## config.mk

```make
export PLATFORM = sky130hd
export DESIGN_NAME = i2c_master_start_transmit
export DESIGN_NICKNAME = d
export VERILOG_FILES = /design/src/hdl/i2c_master_pkg.sv /design/src/hdl/byte_stream_if.sv /design/src/hdl/two_entry_buffer.sv /design/src/hdl/i2c_master_start_transmit.sv
export SDC_FILE = /design/constraint.sdc
export NUM_CORES = 1
export LEC_CHECK = 0
export BUFFER_PORTS_ARGS = -buffer_cell sky130_fd_sc_hd__buf_2
export CELL_PAD_IN_SITES_DETAIL_PLACEMENT = 2
export CELL_PAD_IN_SITES_GLOBAL_PLACEMENT = 2
export CORE_ASPECT_RATIO = 0.8
export CORE_MARGIN = 1
export CORE_UTILIZATION = 41
export DETAILED_ROUTE_END_ITERATION = 8
export PLACE_DENSITY_LB_ADDON = 0.1
export SYNTH_ARGS = -nofsm -noshare
export SYNTH_HDL_FRONTEND = slang
export SYNTH_SLANG_ARGS = --single-unit
```

## constraint.sdc

```tcl
create_clock -name ref_clk_in -period 3 [get_ports ref_clk_in]
set_input_delay 0.3 -clock ref_clk_in [delete_from_list [all_inputs] [get_ports ref_clk_in]]
set_output_delay 0.3 -clock ref_clk_in [all_outputs]
set_load 0.03 [all_outputs]
```

## src/hdl/i2c_master_pkg.sv

```systemverilog
// package for the single-master two-wire controller: states, widths, counts
// assumes one peripheral clock; the bit clock arrives as a one-cycle tick
package i2c_master_pkg;

  // peripheral clock
  localparam int CLK_PERIOD_NS = 10;
  localparam int CLK_HZ = 1000000000 / CLK_PERIOD_NS;

  // supported bus rates; the real rate follows the tick frequency
  localparam int STD_RATE_BPS = 100000;
  localparam int FAST_RATE_BPS = 400000;
  localparam int TICKS_PER_BIT = 2;
  localparam int STD_TICK_CYCLES = CLK_HZ / (STD_RATE_BPS * TICKS_PER_BIT);
  localparam int FAST_TICK_CYCLES = CLK_HZ / (FAST_RATE_BPS * TICKS_PER_BIT);

  // byte framing
  localparam int BYTE_W = 8;
  localparam logic [3:0] CNT_ACK = 4'h8;
  localparam logic [3:0] CNT_D6 = 4'h1;
  localparam logic [3:0] CNT_ZERO = 4'h0;
  localparam logic [3:0] CNT_ONE = 4'h1;
  localparam int MSB = BYTE_W - 1;
  localparam logic [7:0] BYTE_RESET = 8'h00;

  // input glitch filter: a new level must hold this many cycles
  localparam int FILTER_LEN = 3;
  localparam logic [1:0] FILTER_LAST = 2'(FILTER_LEN - 1);
  localparam logic [1:0] FILTER_ZERO = 2'h0;
  localparam logic [1:0] FILTER_ONE = 2'h1;

  // pin index inside the synchroniser array
  localparam int PIN_SDA = 0;
  localparam int PIN_SCL = 1;
  localparam int PIN_COUNT = 2;

  // two-entry buffer
  localparam int BUF_DEPTH = 2;
  localparam logic [1:0] BUF_FULL = 2'h2;
  localparam logic [1:0] BUF_EMPTY = 2'h0;
  localparam logic [1:0] BUF_ONE = 2'h1;

  typedef enum logic [2:0] {
    ST_IDLE = 3'b000,
    ST_START_HOLD = 3'b001,
    ST_LOAD = 3'b010,
    ST_SHIFT = 3'b011,
    ST_WAIT = 3'b100,
    ST_STOP_RISE = 3'b101,
    ST_STOP_END = 3'b110
  } bus_state_e;

endpackage

```

## src/hdl/byte_stream_if.sv

```systemverilog
// byte stream carrier with valid and ready between the controller's modules
// assumes source and sink share the peripheral clock
`timescale 1ns/1ns
`default_nettype none
interface byte_stream_if;
  logic [7:0] data;
  logic valid;
  logic ready;
  modport src (output data, output valid, input ready);
  modport snk (input data, input valid, output ready);
endinterface
`default_nettype wire

```

## src/hdl/two_entry_buffer.sv

```systemverilog
// two-entry buffer for received bytes, flip-flop storage, valid and ready on both sides
// assumes the upstream pushes only when ready is high
`timescale 1ns/1ns
`default_nettype none
module two_entry_buffer (
  // clock and reset
  input wire logic ref_clk_in,
  input wire logic resetn_in,
  // streams
  byte_stream_if.snk up,
  byte_stream_if.src down
);

  logic [7:0] mem_reg [i2c_master_pkg::BUF_DEPTH];
  logic wr_ptr_reg;
  logic rd_ptr_reg;
  logic [1:0] count_reg;
  logic push;
  logic pop;

  assign up.ready = (count_reg != i2c_master_pkg::BUF_FULL);
  assign down.valid = (count_reg != i2c_master_pkg::BUF_EMPTY);
  assign down.data = mem_reg[rd_ptr_reg];
  assign push = up.valid && up.ready;
  assign pop = down.valid && down.ready;

  genvar i;
  generate
    for (i = 0; i < i2c_master_pkg::BUF_DEPTH; i++) begin : g_entry
      always_ff @(posedge ref_clk_in or negedge resetn_in) begin
        if (!resetn_in) begin
          mem_reg[i] <= i2c_master_pkg::BYTE_RESET;
        end else if (push && (wr_ptr_reg == 1'(i))) begin
          mem_reg[i] <= up.data;
        end
      end
    end
  endgenerate

  always_ff @(posedge ref_clk_in or negedge resetn_in) begin
    if (!resetn_in) begin
      wr_ptr_reg <= 1'b0;
      rd_ptr_reg <= 1'b0;
      count_reg <= i2c_master_pkg::BUF_EMPTY;
    end else begin
      if (push) begin
        wr_ptr_reg <= ~wr_ptr_reg;
      end
      if (pop) begin
        rd_ptr_reg <= ~rd_ptr_reg;
      end
      if (push && !pop) begin
        count_reg <= count_reg + i2c_master_pkg::BUF_ONE;
      end else if (pop && !push) begin
        count_reg <= count_reg - i2c_master_pkg::BUF_ONE;
      end
    end
  end

endmodule
`default_nettype wire

```

## src/hdl/i2c_master_start_transmit.sv

```systemverilog
// single-master two-wire bus controller: start, byte send and receive, ack, stop, wait
// assumes the bit clock arrives as a one-cycle tick on the peripheral clock and
// that the open-drain pins are resolved outside from the output enables
`timescale 1ns/1ns
`default_nettype none
// Notes on behaviour
// - master only, clock from timer ticks
// - bit rate follows the tick frequency
// - no clock stretching, clock never waits
// - clock pin only observed, never shifts
// - filter on: deglitch both bus inputs
// - enable readies controller, allows clock output
// - start: data falls while clock high
// - start request self-clears after start
// - transmit waits for start or byte
// - byte load: clock runs, clears, empty event
// - transmit bits change on falling edge, MSB first
// - nine clocks, data released in ninth
// - ninth-clock low is ack, high nack
// - transmit busy from load to end/wait
// - ack status shows last transmit answer
// - stop after byte, data rises, self-clears
// - no repeated start; stop comes first
// - idle flags after byte hold clock low
// - receive MSB first on rise, answer from ack status
module i2c_master_start_transmit (
  // clock and reset
  input wire logic ref_clk_in,
  input wire logic resetn_in,
  // configuration and bit clock
  input wire logic module_enable_in,
  input wire logic noise_filter_on_in,
  input wire logic timer_tick_in,
  // software requests, one-cycle set pulses
  input wire logic start_request_set_in,
  input wire logic stop_request_set_in,
  input wire logic transmit_execute_set_in,
  input wire logic [7:0] shift_data_byte_in,
  input wire logic receive_execute_set_in,
  input wire logic ack_status_write_in,
  input wire logic ack_status_in,
  // status
  output logic start_request_out,
  output logic stop_request_out,
  output logic transmit_execute_out,
  output logic receive_execute_out,
  output logic transmit_in_progress_out,
  output logic receive_in_progress_out,
  output logic ack_status_out,
  output logic tx_buffer_empty_out,
  output logic bus_clock_level_out,
  output logic bus_data_level_out,
  // received bytes
  output logic [7:0] rx_data_out,
  output logic rx_valid_out,
  input wire logic rx_ready_in,
  // bus pins
  input wire logic sda_in,
  output logic sda_out,
  output logic sda_oe_out,
  input wire logic scl_in,
  output logic scl_out,
  output logic scl_oe_out
);

  // pin synchronisers and glitch filters
  logic pin_raw [i2c_master_pkg::PIN_COUNT];
  logic meta_reg [i2c_master_pkg::PIN_COUNT];
  logic sync_reg [i2c_master_pkg::PIN_COUNT];
  logic filt_reg [i2c_master_pkg::PIN_COUNT];
  logic [1:0] filt_cnt_reg [i2c_master_pkg::PIN_COUNT];
  logic sda_level;

  assign pin_raw[i2c_master_pkg::PIN_SDA] = sda_in;
  assign pin_raw[i2c_master_pkg::PIN_SCL] = scl_in;

  genvar p;
  generate
    for (p = 0; p < i2c_master_pkg::PIN_COUNT; p++) begin : g_pin
      always_ff @(posedge ref_clk_in or negedge resetn_in) begin
        if (!resetn_in) begin
          meta_reg[p] <= 1'b1;
          sync_reg[p] <= 1'b1;
        end else begin
          meta_reg[p] <= pin_raw[p];
          sync_reg[p] <= meta_reg[p];
        end
      end

      // a filtered level changes only after the new level has held long enough
      always_ff @(posedge ref_clk_in or negedge resetn_in) begin
        if (!resetn_in) begin
          filt_reg[p] <= 1'b1;
          filt_cnt_reg[p] <= i2c_master_pkg::FILTER_ZERO;
        end else if (!noise_filter_on_in) begin
          filt_reg[p] <= sync_reg[p];
          filt_cnt_reg[p] <= i2c_master_pkg::FILTER_ZERO;
        end else if (sync_reg[p] == filt_reg[p]) begin
          filt_cnt_reg[p] <= i2c_master_pkg::FILTER_ZERO;
        end else if (filt_cnt_reg[p] == i2c_master_pkg::FILTER_LAST) begin
          filt_reg[p] <= sync_reg[p];
          filt_cnt_reg[p] <= i2c_master_pkg::FILTER_ZERO;
        end else begin
          filt_cnt_reg[p] <= filt_cnt_reg[p] + i2c_master_pkg::FILTER_ONE;
        end
      end
    end
  endgenerate

  assign sda_level = filt_reg[i2c_master_pkg::PIN_SDA];

  // received byte buffer
  byte_stream_if rx_in ();
  byte_stream_if rx_out ();

  two_entry_buffer u_rx_buffer (
    .ref_clk_in(ref_clk_in),
    .resetn_in(resetn_in),
    .up(rx_in.snk),
    .down(rx_out.src)
  );

  assign rx_data_out = rx_out.data;
  assign rx_valid_out = rx_out.valid;
  assign rx_out.ready = rx_ready_in;

  // state
  i2c_master_pkg::bus_state_e state_reg;
  logic [3:0] bit_cnt_reg;
  logic [7:0] shift_reg;
  logic [7:0] tx_data_reg;
  logic is_rx_reg;
  logic sda_low_reg;
  logic scl_low_reg;
  logic start_request_reg;
  logic stp_reg;
  logic txe_reg;
  logic rxe_reg;
  logic transmit_in_progress_reg;
  logic rbusy_reg;
  logic ack_reg;
  logic tx_empty_reg;

  // events of this cycle
  logic tick;
  logic load_go;
  logic take_tx;
  logic take_rx;
  logic take_stop;
  logic go_wait;
  logic start_done;
  logic stop_done;
  logic rise;
  logic fall;
  logic byte_done;
  logic ack_sample;
  logic rxe_clear;

  always_comb begin
    tick = timer_tick_in && module_enable_in;
    load_go = (state_reg == i2c_master_pkg::ST_LOAD) && tick;
    take_tx = load_go && txe_reg;
    take_rx = load_go && !txe_reg && rxe_reg && rx_in.ready;
    take_stop = load_go && !txe_reg && !rxe_reg && stp_reg;
    go_wait = load_go && !txe_reg && !rxe_reg && !stp_reg && !start_request_reg;
    start_done = (state_reg == i2c_master_pkg::ST_START_HOLD) && tick;
    stop_done = (state_reg == i2c_master_pkg::ST_STOP_END) && tick;
    rise = (state_reg == i2c_master_pkg::ST_SHIFT) && tick && scl_low_reg;
    fall = (state_reg == i2c_master_pkg::ST_SHIFT) && tick && !scl_low_reg;
    byte_done = fall && (bit_cnt_reg == i2c_master_pkg::CNT_ACK);
    ack_sample = rise && !is_rx_reg && (bit_cnt_reg == i2c_master_pkg::CNT_ACK);
    rxe_clear = rise && is_rx_reg && (bit_cnt_reg == i2c_master_pkg::CNT_D6);
  end

  // bus sequencer; the clock never waits on the pin, so stretching slaves break it
  always_ff @(posedge ref_clk_in or negedge resetn_in) begin
    if (!resetn_in) begin
      state_reg <= i2c_master_pkg::ST_IDLE;
      bit_cnt_reg <= i2c_master_pkg::CNT_ZERO;
      shift_reg <= i2c_master_pkg::BYTE_RESET;
      is_rx_reg <= 1'b0;
      sda_low_reg <= 1'b0;
      scl_low_reg <= 1'b0;
    end else if (!module_enable_in) begin
      state_reg <= i2c_master_pkg::ST_IDLE;
      sda_low_reg <= 1'b0;
      scl_low_reg <= 1'b0;
    end else begin
      case (state_reg)
        i2c_master_pkg::ST_IDLE: begin
          // a start is only made from a free bus, never repeated
          if (tick && start_request_reg) begin
            sda_low_reg <= 1'b1;
            state_reg <= i2c_master_pkg::ST_START_HOLD;
          end
        end
        i2c_master_pkg::ST_START_HOLD: begin
          if (tick) begin
            scl_low_reg <= 1'b1;
            state_reg <= i2c_master_pkg::ST_LOAD;
          end
        end
        i2c_master_pkg::ST_LOAD: begin
          if (take_tx) begin
            shift_reg <= tx_data_reg;
            sda_low_reg <= ~tx_data_reg[i2c_master_pkg::MSB];
            bit_cnt_reg <= i2c_master_pkg::CNT_ZERO;
            is_rx_reg <= 1'b0;
            state_reg <= i2c_master_pkg::ST_SHIFT;
          end else if (take_rx) begin
            sda_low_reg <= 1'b0;
            bit_cnt_reg <= i2c_master_pkg::CNT_ZERO;
            is_rx_reg <= 1'b1;
            state_reg <= i2c_master_pkg::ST_SHIFT;
          end else if (take_stop) begin
            sda_low_reg <= 1'b1;
            state_reg <= i2c_master_pkg::ST_STOP_RISE;
          end else if (go_wait) begin
            state_reg <= i2c_master_pkg::ST_WAIT;
          end
        end
        i2c_master_pkg::ST_WAIT: begin
          // clock stays low until software asks for more
          if (txe_reg || rxe_reg || stp_reg) begin
            state_reg <= i2c_master_pkg::ST_LOAD;
          end
        end
        i2c_master_pkg::ST_SHIFT: begin
          if (rise) begin
            scl_low_reg <= 1'b0;
            if (is_rx_reg && (bit_cnt_reg != i2c_master_pkg::CNT_ACK)) begin
              shift_reg <= {shift_reg[6:0], sda_level};
            end
          end else if (fall) begin
            scl_low_reg <= 1'b1;
            if (byte_done) begin
              sda_low_reg <= 1'b0;
              state_reg <= i2c_master_pkg::ST_LOAD;
            end else begin
              bit_cnt_reg <= bit_cnt_reg + i2c_master_pkg::CNT_ONE;
              if (bit_cnt_reg == (i2c_master_pkg::CNT_ACK - i2c_master_pkg::CNT_ONE)) begin
                sda_low_reg <= is_rx_reg && !ack_reg;
              end else if (!is_rx_reg) begin
                shift_reg <= {shift_reg[6:0], 1'b0};
                sda_low_reg <= ~shift_reg[i2c_master_pkg::MSB - 1];
              end
            end
          end
        end
        i2c_master_pkg::ST_STOP_RISE: begin
          if (tick) begin
            scl_low_reg <= 1'b0;
            state_reg <= i2c_master_pkg::ST_STOP_END;
          end
        end
        i2c_master_pkg::ST_STOP_END: begin
          if (tick) begin
            sda_low_reg <= 1'b0;
            state_reg <= i2c_master_pkg::ST_IDLE;
          end
        end
        default: begin
          state_reg <= i2c_master_pkg::ST_IDLE;
        end
      endcase
    end
  end

  // a received byte goes to the buffer as the ninth clock ends; a receive is
  // only begun while the buffer has room, so the push is never refused
  assign rx_in.data = shift_reg;
  assign rx_in.valid = byte_done && is_rx_reg;

  // start request: software set wins over the self-clear
  always_ff @(posedge ref_clk_in or negedge resetn_in) begin
    if (!resetn_in) begin
      start_request_reg <= 1'b0;
    end else if (!module_enable_in) begin
      start_request_reg <= 1'b0;
    end else if (start_request_set_in) begin
      start_request_reg <= 1'b1;
    end else if (start_done) begin
      start_request_reg <= 1'b0;
    end
  end

  // stop request
  always_ff @(posedge ref_clk_in or negedge resetn_in) begin
    if (!resetn_in) begin
      stp_reg <= 1'b0;
    end else if (!module_enable_in) begin
      stp_reg <= 1'b0;
    end else if (stop_request_set_in) begin
      stp_reg <= 1'b1;
    end else if (stop_done) begin
      stp_reg <= 1'b0;
    end
  end

  // transmit execute with its data byte
  always_ff @(posedge ref_clk_in or negedge resetn_in) begin
    if (!resetn_in) begin
      txe_reg <= 1'b0;
      tx_data_reg <= i2c_master_pkg::BYTE_RESET;
    end else if (!module_enable_in) begin
      txe_reg <= 1'b0;
    end else if (transmit_execute_set_in) begin
      txe_reg <= 1'b1;
      tx_data_reg <= shift_data_byte_in;
    end else if (take_tx) begin
      txe_reg <= 1'b0;
    end
  end

  // receive execute clears while bit six is fetched
  always_ff @(posedge ref_clk_in or negedge resetn_in) begin
    if (!resetn_in) begin
      rxe_reg <= 1'b0;
    end else if (!module_enable_in) begin
      rxe_reg <= 1'b0;
    end else if (receive_execute_set_in) begin
      rxe_reg <= 1'b1;
    end else if (rxe_clear) begin
      rxe_reg <= 1'b0;
    end
  end

  // busy flags: fall at byte end; the wait state is entered only from idle flags
  always_ff @(posedge ref_clk_in or negedge resetn_in) begin
    if (!resetn_in) begin
      transmit_in_progress_reg <= 1'b0;
      rbusy_reg <= 1'b0;
    end else if (!module_enable_in) begin
      transmit_in_progress_reg <= 1'b0;
      rbusy_reg <= 1'b0;
    end else if (take_tx) begin
      transmit_in_progress_reg <= 1'b1;
    end else if (take_rx) begin
      rbusy_reg <= 1'b1;
    end else if (byte_done || go_wait) begin
      transmit_in_progress_reg <= 1'b0;
      rbusy_reg <= 1'b0;
    end
  end

  // ack status: the sampled answer wins over a software write in the same cycle
  always_ff @(posedge ref_clk_in or negedge resetn_in) begin
    if (!resetn_in) begin
      ack_reg <= 1'b0;
    end else if (ack_sample) begin
      ack_reg <= sda_level;
    end else if (ack_status_write_in) begin
      ack_reg <= ack_status_in;
    end
  end

  // transmit buffer empty event, one cycle wide
  always_ff @(posedge ref_clk_in or negedge resetn_in) begin
    if (!resetn_in) begin
      tx_empty_reg <= 1'b0;
    end else begin
      tx_empty_reg <= take_tx;
    end
  end

  // outputs; pins only ever pull low, the idle level comes from the pull-ups
  assign start_request_out = start_request_reg;
  assign stop_request_out = stp_reg;
  assign transmit_execute_out = txe_reg;
  assign receive_execute_out = rxe_reg;
  assign transmit_in_progress_out = transmit_in_progress_reg;
  assign receive_in_progress_out = rbusy_reg;
  assign ack_status_out = ack_reg;
  assign tx_buffer_empty_out = tx_empty_reg;
  assign bus_clock_level_out = filt_reg[i2c_master_pkg::PIN_SCL];
  assign bus_data_level_out = sda_level;
  assign sda_out = 1'b0;
  assign sda_oe_out = sda_low_reg;
  assign scl_out = 1'b0;
  assign scl_oe_out = scl_low_reg;

endmodule
`default_nettype wire

```

* Word-level counts from Yosys, hierarchy flattened
Index checks and enable logic that the tools add are counted.
** Operators by class
- Add/subtract/negate cells :: 5
- $lt $le $gt $ge :: 1
- Eq/ne operators :: 51
- Mux-type cells :: 85
- Bitwise gates (word level) :: 5
- Reductions and logical operators :: 59
** Operators with widths (count)
- $mux W8 :: 10
- $mux W1 :: 44
- $ne A3 B3 Y1 const B :: 14
- $mux W3 :: 13
- $logic_and A1 B1 Y1 :: 30
- $pmux W3 S7 :: 1
- $mux W4 :: 5
- $ne A3 B1 Y1 const B :: 6
- $mux W2 :: 8
- $ne A2 B2 Y1 const B :: 8
- $pmux W8 S2 :: 1
- $reduce_and A2 Y1 :: 5
- $reduce_bool A2 Y1 :: 5
- $eq A3 B3 Y1 const B :: 3
- $logic_not A1 Y1 :: 9
- $reduce_and A9 Y1 :: 1
- $ne A4 B4 Y1 const B :: 2
- $pmux W4 S2 :: 1
- $reduce_and A8 Y1 :: 1
- $reduce_and A7 Y1 :: 1
- $add A2 B1 Y2 const B :: 3
- $eq A3 B2 Y1 const B :: 2
- $ne A6 B6 Y1 const B :: 1
- $reduce_and A6 Y1 :: 1
- 23 further kinds :: 31
** Word-level totals
- Register bits after elaboration :: 64
- Bits of input ports :: 22
- Output and inout port bits :: 23

* Depth between registers and ports, before layout
Gate-level depths: netlist (run 1).
- Depth in word-level cells :: 12
- Depth in mapped cells :: 10

* Cells and area by module
From an unflattened synthesis (run 1), not the netlist that was laid out.
** Second synthesis, totals
- Cell total of the unflattened synthesis :: 277
- Area, all modules :: 3286.9 um^2
** By module, submodules not included
- i2c_master_start_transmit :: times used 1, cells an instance 217, area an instance 2317.2 um^2, sequential area each 1108.6 um^2
- two_entry_buffer :: times used 1, cells an instance 60, area an instance 969.7 um^2, sequential area each 500.5 um^2

* Least setup slack after synthesis (run 1)
OpenSTA, ideal clock, no wires.
- Kind :: register -> register
- Start :: register bit_cnt_reg[0]
- End :: register shift_reg[0] (netlist: rx_in.data[0])
- Arrival time :: 1.873 ns
- Slack :: 1.002 ns
- Cell stages (with the launch flop) :: 7
- Path buffers :: 0
- Clock period less this slack :: 1.998 ns
- Path through :: dfrtp_1 ha_1 and3b_1 o21bai_1 a31oi_1 a2111oi_4 mux2_2
** Between the ends
- Longest elaborated chain between the ends :: 4
- Elaborated cells on any way between the ends :: 9
- Classes of those cells :: 6 x eq/ne; 3 x reduce/logical
** RTL lines
- from (decl) :: line i2c_master_start_transmit.sv:129 : logic [3:0] bit_cnt_reg;
- from (signal assigned) :: line i2c_master_start_transmit.sv:179 : bit_cnt_reg <= i2c_master_pkg::CNT_ZERO;
- from (signal assigned) :: line i2c_master_start_transmit.sv:207 : bit_cnt_reg <= i2c_master_pkg::CNT_ZERO;
- from (signal assigned) :: line i2c_master_start_transmit.sv:212 : bit_cnt_reg <= i2c_master_pkg::CNT_ZERO;
- $ne A4 B4 Y1 or $eq A4 B4 Y1 (tied branches) :: line i2c_master_start_transmit.sv:231, i2c_master_start_transmit.sv:170
- $logic_and A1 B1 Y1, on equally long branches :: line i2c_master_start_transmit.sv:231, i2c_master_start_transmit.sv:170
- $ne A3 B2 Y1 (no source line) or $ne A3 B3 Y1 (tied branches)
- $reduce_and A8 Y1 (no source line) *
- to (signal assigned) :: line i2c_master_start_transmit.sv:205 : shift_reg <= tx_data_reg;
- to (signal assigned) :: line i2c_master_start_transmit.sv:232 : shift_reg <= {shift_reg[6:0], sda_level};
- to (signal assigned) :: line i2c_master_start_transmit.sv:244 : shift_reg <= {shift_reg[6:0], 1'b0};
- to (decl) :: line i2c_master_start_transmit.sv:130 : logic [7:0] shift_reg;
Mark *: on every way between the ends. The rest lies on a longest branch, timed or not.
A chain may end at the register's enable or synchronous reset.

* Worst setup path after layout (run 1)
- Start :: register state_reg[2]
- End :: register shift_reg[1] (netlist: rx_in.data[1])
** Between the ends
- Longest elaborated chain between the ends :: 6
- Elaborated cells on any way between the ends :: 18
- Classes of those cells :: 8 x eq/ne; 2 x mux; 8 x reduce/logical
** RTL lines
- from (decl) :: line i2c_master_start_transmit.sv:128 : i2c_master_pkg::bus_state_e state_reg;
- from (signal assigned) :: line i2c_master_start_transmit.sv:178 : state_reg <= i2c_master_pkg::ST_IDLE;
- from (signal assigned) :: line i2c_master_start_transmit.sv:185 : state_reg <= i2c_master_pkg::ST_IDLE;
- from (signal assigned) :: line i2c_master_start_transmit.sv:194 : state_reg <= i2c_master_pkg::ST_START_HOLD;
- $eq A3 B2 Y1 :: line i2c_master_start_transmit.sv:168, i2c_master_start_transmit.sv:169, i2c_master_start_transmit.sv:189
- $logic_and A1 B1 Y1 :: line i2c_master_start_transmit.sv:168, i2c_master_start_transmit.sv:169
- $logic_and A1 B1 Y1 :: line i2c_master_start_transmit.sv:169 : fall = (state_reg == i2c_master_pkg::ST_SHIFT) && tick && !scl_low_reg;
- $logic_and A1 B1 Y1 :: line i2c_master_start_transmit.sv:170 : byte_done = fall && (bit_cnt_reg == i2c_master_pkg::CNT_ACK);
- $ne A3 B3 Y1 (no source line)
- $reduce_and A8 Y1 (no source line)
- to (signal assigned) :: line i2c_master_start_transmit.sv:180 : shift_reg <= i2c_master_pkg::BYTE_RESET;
- to (signal assigned) :: line i2c_master_start_transmit.sv:205
- to (signal assigned) :: line i2c_master_start_transmit.sv:232
Several ways; a longest one is shown, not always the timed one.

==> metrics.txt, run 1 <==
status=finished clean; DIE WIDTH=101 µm; WHS Endpoint=meta_reg[1]$_DFF_PN1_; CTS clk-pin slew, worst paths=0.07 ns; pwr dens=775 nW/µm²; Max VDD drop=289 µV; total track usage=23.6%; placed cell count=415; Ant. Diodes=0; Gate power share=26.8%; Fill cells=791; hold buffer count at CTS=1; post-route DRC violation count=0; pin count of the biggest net entering global routing=38; first-pass GRT wire length=14.4 mm; ranking of synthesized cells by area=dfrtp_1 (45%), mux2_2 (17%), dfstp_2 (4.9%); family with the most delay on the worst path=compound AO/OA/AOI/OAI gates; Net Sw Power=1.05 mW; Nets=348; FP Rows=28; Sw Share=36.2%; clk_skew=0.00447 ns; num ports=45; worst r2r dst=rx_in.data[1]$_DFFE_PN0P_; DIE AREA=8230 µm²; Tightest Pin Transition=0.765 ns; drt initial violations=82; Worst R2R Path Depth=6; worst path required time=3.23 ns; area grow syn2layout=16.0%; Setup-failing EPs final=0; CP peak stage delay=0.63 ns; Setup crit end kind=flop; main flop type after synthesis=dfrtp_1; Antenna Violating Nets Remaining=0; synth unique cells=57; clk_lat worst skew=0.35 ns; Hold Crit Start=sda_in; slowest CP cell=a2111oi_4; Setup TNS Final=0 ns; Final HPWL DP=6.19 mm; leak pwr=1.72 nW; initial core utilization=43.0%; internal power=1.85 mW; Clock Tree Buf Depth=2; Tmin final=2.47 ns; CTS tree=built; Final Hold Fails=0; postcts setup bufs=0; Max-Cap Viols=0; Worst Path Buf+Inv=2; Worst Hold Class=in2reg; largest area contributor in the netlist=dfrtp_1; Yosys reg bits=64; synth warn=0; Synth top area share=45.0%; initial antenna violation count=0; syn_area_per_cell=11.5 µm²; Critical Path AT=2.71 ns; CTS Root Cell=clkbuf_8; EDFF count, synth=0; TritonCTS sink count=64; Startpoint Class=flop; Cell Chain, Critical Path=inv_1, nand3_1, buf_4, a31oi_1, a2111oi_4, mux2_2; Resized Gates After CTS=0; Clk pwr share=28.7%; r2r setup slk=0.53 ns; H-tree Lvls=3; TritonCTS buffer count=9; via count=2386; layout cell share with drive strength beyond 1=38.5%; WL final=8.71 mm; fmax=404 MHz; post-DR vias/cell=5.52; Final Util=49.9%; hold path depth=1; Fin Hold WS=0.0482 ns; Slew Viols, Final=0; Die H=81.3 µm; R2R Path Start=state_reg[2]$_DFFE_PN0P_; async set-reset flop share out of synthesis=100%; max_slew headroom=49.0%; most common cell after layout, fill and taps aside=dfrtp_1; vias in the first global route=2583; Port Buffer Count=42; Syn Inst Count=280; sequential power share=44.4%; post-synthesis sequential area ratio=49.9%; routed len/inst=20.2 µm; Overflow after GRT=0; max reg flops=16; Synth Cell Area=3220 µm²; first drt pass iteration count=4; Final Non-Filler Cells=432; CP max FO=14; RSZ-0062 raised after global routing=no; start-to-end type of the worst setup path=reg2reg; most frequent cells in the layout=dfrtp_1 (58), mux2_2 (50), buf_2 (42); GPL Wtd Cong=0.765; Tcrit/Tclk final=82.5%; core area=7500 µm²
area by class of cell:
class / instances / area [µm²] / area share [%]
Clock buffer: 9 / 124 / 3.31
Tap cell: 105 / 131 / 3.51
Multi-Input combinational cell: 190 / 1500 / 40.0
Timing Repair Buffer: 46 / 243 / 6.49
Clock inverter: 7 / 95.1 / 2.54
Sequential cell: 64 / 1610 / 43.0
Inverter: 11 / 41.3 / 1.10
synthesized netlist by cell type, types with 2 or more instances:
cell type / n
a2111oi_0: 2
a211oi_1: 2
a21o_1: 2
a21oi_1: 9
a31oi_1: 4
a32oi_1: 2
and2_1: 2
and3_1: 3
and3b_1: 2
buf_2: 4
buf_4: 2
clkbuf_1: 9
dfrtp_1: 58
dfstp_2: 6
ha_1: 4
inv_1: 10
mux2_2: 50
mux2i_1: 4
nand2_1: 14
nand2b_1: 5
nand3_1: 7
nand4_1: 4
nor2_1: 12
nor2b_1: 4
nor3_1: 2
nor3b_1: 2
nor4_1: 2
nor4b_1: 2
nor4bb_1: 2
o21a_1: 2
o21ai_0: 12
o21bai_1: 2
o31ai_1: 2
or2_2: 3
xnor2_1: 5
xor2_1: 2
cell families after synthesis:
logic type | synth area share (%)
buf+inv | 3.76
xor+xnor | 1.90
compound gates | 11.0
other cells | 0.116
flops | 49.9
fa+ha+maj | 1.55
simple gates | 13.1
mux | 18.7
per-stage QoR:
stage / setup WS, ns / power (mW) / cell area, µm²
CTS: 0.559 / 2.93 / 3740
global placement: 0.696 / 2.01 / 3510
detailed placement: 0.652 / 2.07 / 3510
global route: 0.383 / 3.07 / 3740
floorplan: 1.00 / 1.80 / 3230
finish: 0.525 / 2.90 / 3740
worst max-delay path by stage:
stage,slack (ns),startpoint,to,depth (start not counted)
after floorplan,1.00,bit_cnt_reg[0]$_DFFE_PN0P_,rx_in.data[0]$_DFFE_PN0P_,6
after global placement,0.70,bit_cnt_reg[0]$_DFFE_PN0P_,rx_in.data[2]$_DFFE_PN0P_,6
after detailed placement,0.65,bit_cnt_reg[0]$_DFFE_PN0P_,rx_in.data[1]$_DFFE_PN0P_,6
after CTS,0.56,state_reg[2]$_DFFE_PN0P_,rx_in.data[1]$_DFFE_PN0P_,6
after global routing,0.38,state_reg[2]$_DFFE_PN0P_,rx_in.data[1]$_DFFE_PN0P_,6
final,0.53,state_reg[2]$_DFFE_PN0P_,rx_in.data[1]$_DFFE_PN0P_,6
worst register-to-register path, delay by kind of cell, from the launching register on:
kind / cells / cell delay [ns]
DFF: 1 / 0.62
buffers and inverters: 2 / 0.44
AOI/OAI and AO/OA: 2 / 0.72
and+or+nand+nor: 1 / 0.15
muxes: 1 / 0.43
per-layer routing:
metal  vias up  track usage [%]  part of all wire (%)
met1      1236             32.3                    48
met3         9             5.51                   3.8
li1       1095                -                     -
met2        46             38.4                    47
met4         0             5.22                  0.78
met5         -                0                     0
power by group through the flow:
stage / Sequential [mW] / Clock [mW] / Combinational, mW
finish: 1.29 / 0.834 / 0.778
global placement: 1.28 / 0 / 0.732
global route: 1.32 / 0.897 / 0.856
floorplan: 1.19 / 0 / 0.606
detailed placement: 1.30 / 0 / 0.771
CTS: 1.29 / 0.854 / 0.784
(Power assumes the default switching activity.)
==> run 2, diff against run 1 <==
ABC_AREA = 1   (was not set)
CORE_UTILIZATION = 31   (was 41)
clock period = 2.2 ns   (was 3 ns; I/O delays follow)
==> run 2 against run 1 <==
Effect of this change:
- clock skew increased by 0.00085 ns
- sequential share of layout area decreased by 3.1 points
- global-route usage decreased by 4.9 points
- critical endpoint is now u_rx_buffer.count_reg[1]$_DFFE_PN0P_
- clock power increased by 55%
- wire length increased by 12%
- design area increased by 7.9%
- worst setup slack got worse by 0.32 ns
- area after synthesis increased by 3.1%
==> metrics.txt, run 2 <==
sequential power share=37.9%; GPL Wtd Cong=0.826; total track usage=18.7%; Final HPWL DP=7.37 mm; hold path depth=3; post-route DRC violation count=0; slowest CP cell=dfrtp_1; Tmin final=2.00 ns; Tightest Pin Transition=0.521 ns; Worst R2R Path Depth=10; largest area contributor in the netlist=dfrtp_1; WL final=9.74 mm; DIE WIDTH=118 µm; status=finished clean; Antenna Violating Nets Remaining=0; Clk pwr share=29.7%; layout cell share with drive strength beyond 1=22.8%; worst path required time=2.40 ns; pre-CTS WS=-0.0251 ns; Hold Crit Start=stop_request_set_in; CTS tree=built; initial antenna violation count=0; clk_lat worst skew=0.33 ns; leak pwr=2.00 nW; DR WL met3=329 µm; Max VDD drop=393 µV; most common cell after layout, fill and taps aside=nand2_1; CTS clk-pin slew, worst paths=0.05 ns; r2r setup slk=0.20 ns; vias in the first global route=3005; num ports=45; Worst Path Buf+Inv=1; Max-Cap Viols=0; async set-reset flop share out of synthesis=100%; max_slew headroom=65.1%; first-pass GRT wire length=15.9 mm; Cell Chain, Critical Path=inv_1, ha_1, nand2_1, nor2_4, nand3_4, nor3_4, ha_1, a21oi_1, o21ai_0, xor2_1; drt initial violations=110; FP Rows=33; total power=4.36 mW; clk_skew=0.00533 ns; Synth top area share=43.7%; top layer in use=met4; CP peak stage delay=0.43 ns; Slew Viols, Final=0; DIE AREA=11100 µm²; Detail Route met2 WL=4.29 mm; most frequent CP cell=ha_1; via count=2852; Clock Tree Buf Depth=2; Gate power share=32.5%; area grow syn2layout=21.4%; fmax=500 MHz; worst r2r dst=u_rx_buffer.count_reg[1]$_DFFE_PN0P_; routed len/inst=16.3 µm; syn_area_per_cell=8.46 µm²; synth cell count leaders=nand2_1 (114), dfrtp_1 (58), inv_1 (37); Setup crit end kind=flop; pwr dens=1080 nW/µm²; TritonCTS sink count=64; first drt pass iteration count=4; synth warn=0; Syn Inst Count=393; Synth Cell Area=3320 µm²; Sw Share=39.0%; Final Util=39.1%; TritonCTS buffer count=9; Worst Hold Class=in2reg; synth unique cells=39; EDFF count, synth=0; start-to-end type of the worst setup path=reg2reg; Final Hold Fails=0; Yosys reg bits=64; postcts setup bufs=0; core area=10300 µm²; post-DR vias/cell=4.78; ranking of synthesized cells by area=dfrtp_1 (44%), nand2_1 (13%), dfstp_2 (4.7%); Port Buffer Count=42; Overflow after GRT=0; Net Sw Power=1.70 mW; Startpoint Class=flop; post-synthesis sequential area ratio=48.4%; RSZ-0062 raised after global routing=no; Nets=478; Die H=94.6 µm; main flop type after synthesis=dfrtp_1; initial core utilization=32.2%; CTS Root Cell=clkbuf_16; Ant. Diodes=0; R2R Path Start=bit_cnt_reg[0]$_DFFE_PN0P_; most frequent cells in the layout=nand2_1 (114), dfrtp_1 (58), buf_2 (42); pin count of the biggest net entering global routing=34; Setup TNS Final=0 ns; Tcrit/Tclk final=90.8%; Final WS setup=0.201 ns; WHS Endpoint=stop_request_out$_DFFE_PN0P_; CP max FO=5; Setup-failing EPs final=0; H-tree Lvls=3; max reg flops=16; family with the most delay on the worst path=simple AND/OR/NAND/NOR gates; Critical Path AT=2.20 ns; internal power=2.66 mW; count leader, synth=nand2_1; met1 wire length=5.05 mm
run 2: kinds of logic after synthesis:
kind of cell	Yosys count	share of synthesized area (%)
XOR/XNOR	7	1.84
buffers and inverters	52	7.42
AND/OR/NAND/NOR	200	28.8
other	1	0.113
AO/OA/AOI/OAI	55	8.66
multiplexers	10	3.28
adder cells (fa/ha/maj)	4	1.51
flip-flops	64	48.4
run 2: what timing repair did:
item | in CTS | in global routing
hold buffers | 3 | 0
endpoints found under the setup margin | 1 | 1
hold endpoints to repair | 60 | 0
resized for setup | 1 | 3
run 2: cell type report:
cell class	count	area (µm²)
inverters	41	155
multi-input cells	278	1490
fillers	1199	6290
well taps	140	175
flip-flops and latches	64	1610
repair buffers	58	338
clock buffers	13	250
clock inverters	3	17.5
run 2: per-stage QoR:
| step | hold slack, ns | instance area [µm²] | instances |
|---|---|---|---|
| 2_1_floorplan | -0.0756 | 3330 | 394 |
| 3_3_place_gp | 0.289 | 3720 | 578 |
| 3_5_place_dp | 0.291 | 3720 | 578 |
| 4_1_cts | 0.105 | 4020 | 597 |
| 5_1_grt | 0.111 | 4040 | 597 |
| 6_report | 0.114 | 4040 | 597 |
run 2: how the worst max path moves through the flow:
| stage | startpoint | end | slack (ns) | cells after the start |
|---|---|---|---|---|
| 2_1_floorplan | bit_cnt_reg[0]$_DFFE_PN0P_ | u_rx_buffer.count_reg[1]$_DFFE_PN0P_ | 0.23 | 10 |
| 6_report | bit_cnt_reg[0]$_DFFE_PN0P_ | u_rx_buffer.count_reg[1]$_DFFE_PN0P_ | 0.20 | 10 |
| 4_1_cts | bit_cnt_reg[0]$_DFFE_PN0P_ | u_rx_buffer.count_reg[1]$_DFFE_PN0P_ | 0.06 | 10 |
| 5_1_grt | bit_cnt_reg[0]$_DFFE_PN0P_ | u_rx_buffer.count_reg[1]$_DFFE_PN0P_ | 0.005 | 10 |
| 3_5_place_dp | bit_cnt_reg[0]$_DFFE_PN0P_ | u_rx_buffer.count_reg[1]$_DFFE_PN0P_ | -0.03 | 10 |
| 3_3_place_gp | bit_cnt_reg[0]$_DFFE_PN0P_ | u_rx_buffer.count_reg[1]$_DFFE_PN0P_ | 0.15 | 10 |
run 2: metal layers:
| metal | GRT usage, % | vias up |
|---|---|---|
| li1 | - | 1385 |
| met1 | 26.2 | 1410 |
| met2 | 28.9 | 49 |
| met3 | 4.11 | 8 |
| met4 | 5.45 | 0 |
| met5 | 0 | - |
run 2: worst register-to-register path: stages, from the launching register on:
cell	delay (ns)
dfrtp_1	0.43
inv_1	0.10
ha_1	0.16
nand2_1	0.08
nor2_4	0.13
nand3_4	0.12
nor3_4	0.17
ha_1	0.29
a21oi_1	0.13
o21ai_0	0.12
xor2_1	0.15
run 2: power by group through the flow:
| stage | clock network (mW) | registers [mW] | logic [mW] |
|---|---|---|---|
| 6_report | 1.29 | 1.65 | 1.41 |
| 5_1_grt | 1.37 | 1.69 | 1.60 |
| 3_3_place_gp | 0 | 1.65 | 1.37 |
| 2_1_floorplan | 0 | 1.62 | 0.972 |
| 4_1_cts | 1.33 | 1.65 | 1.42 |
| 3_5_place_dp | 0 | 1.67 | 1.40 |
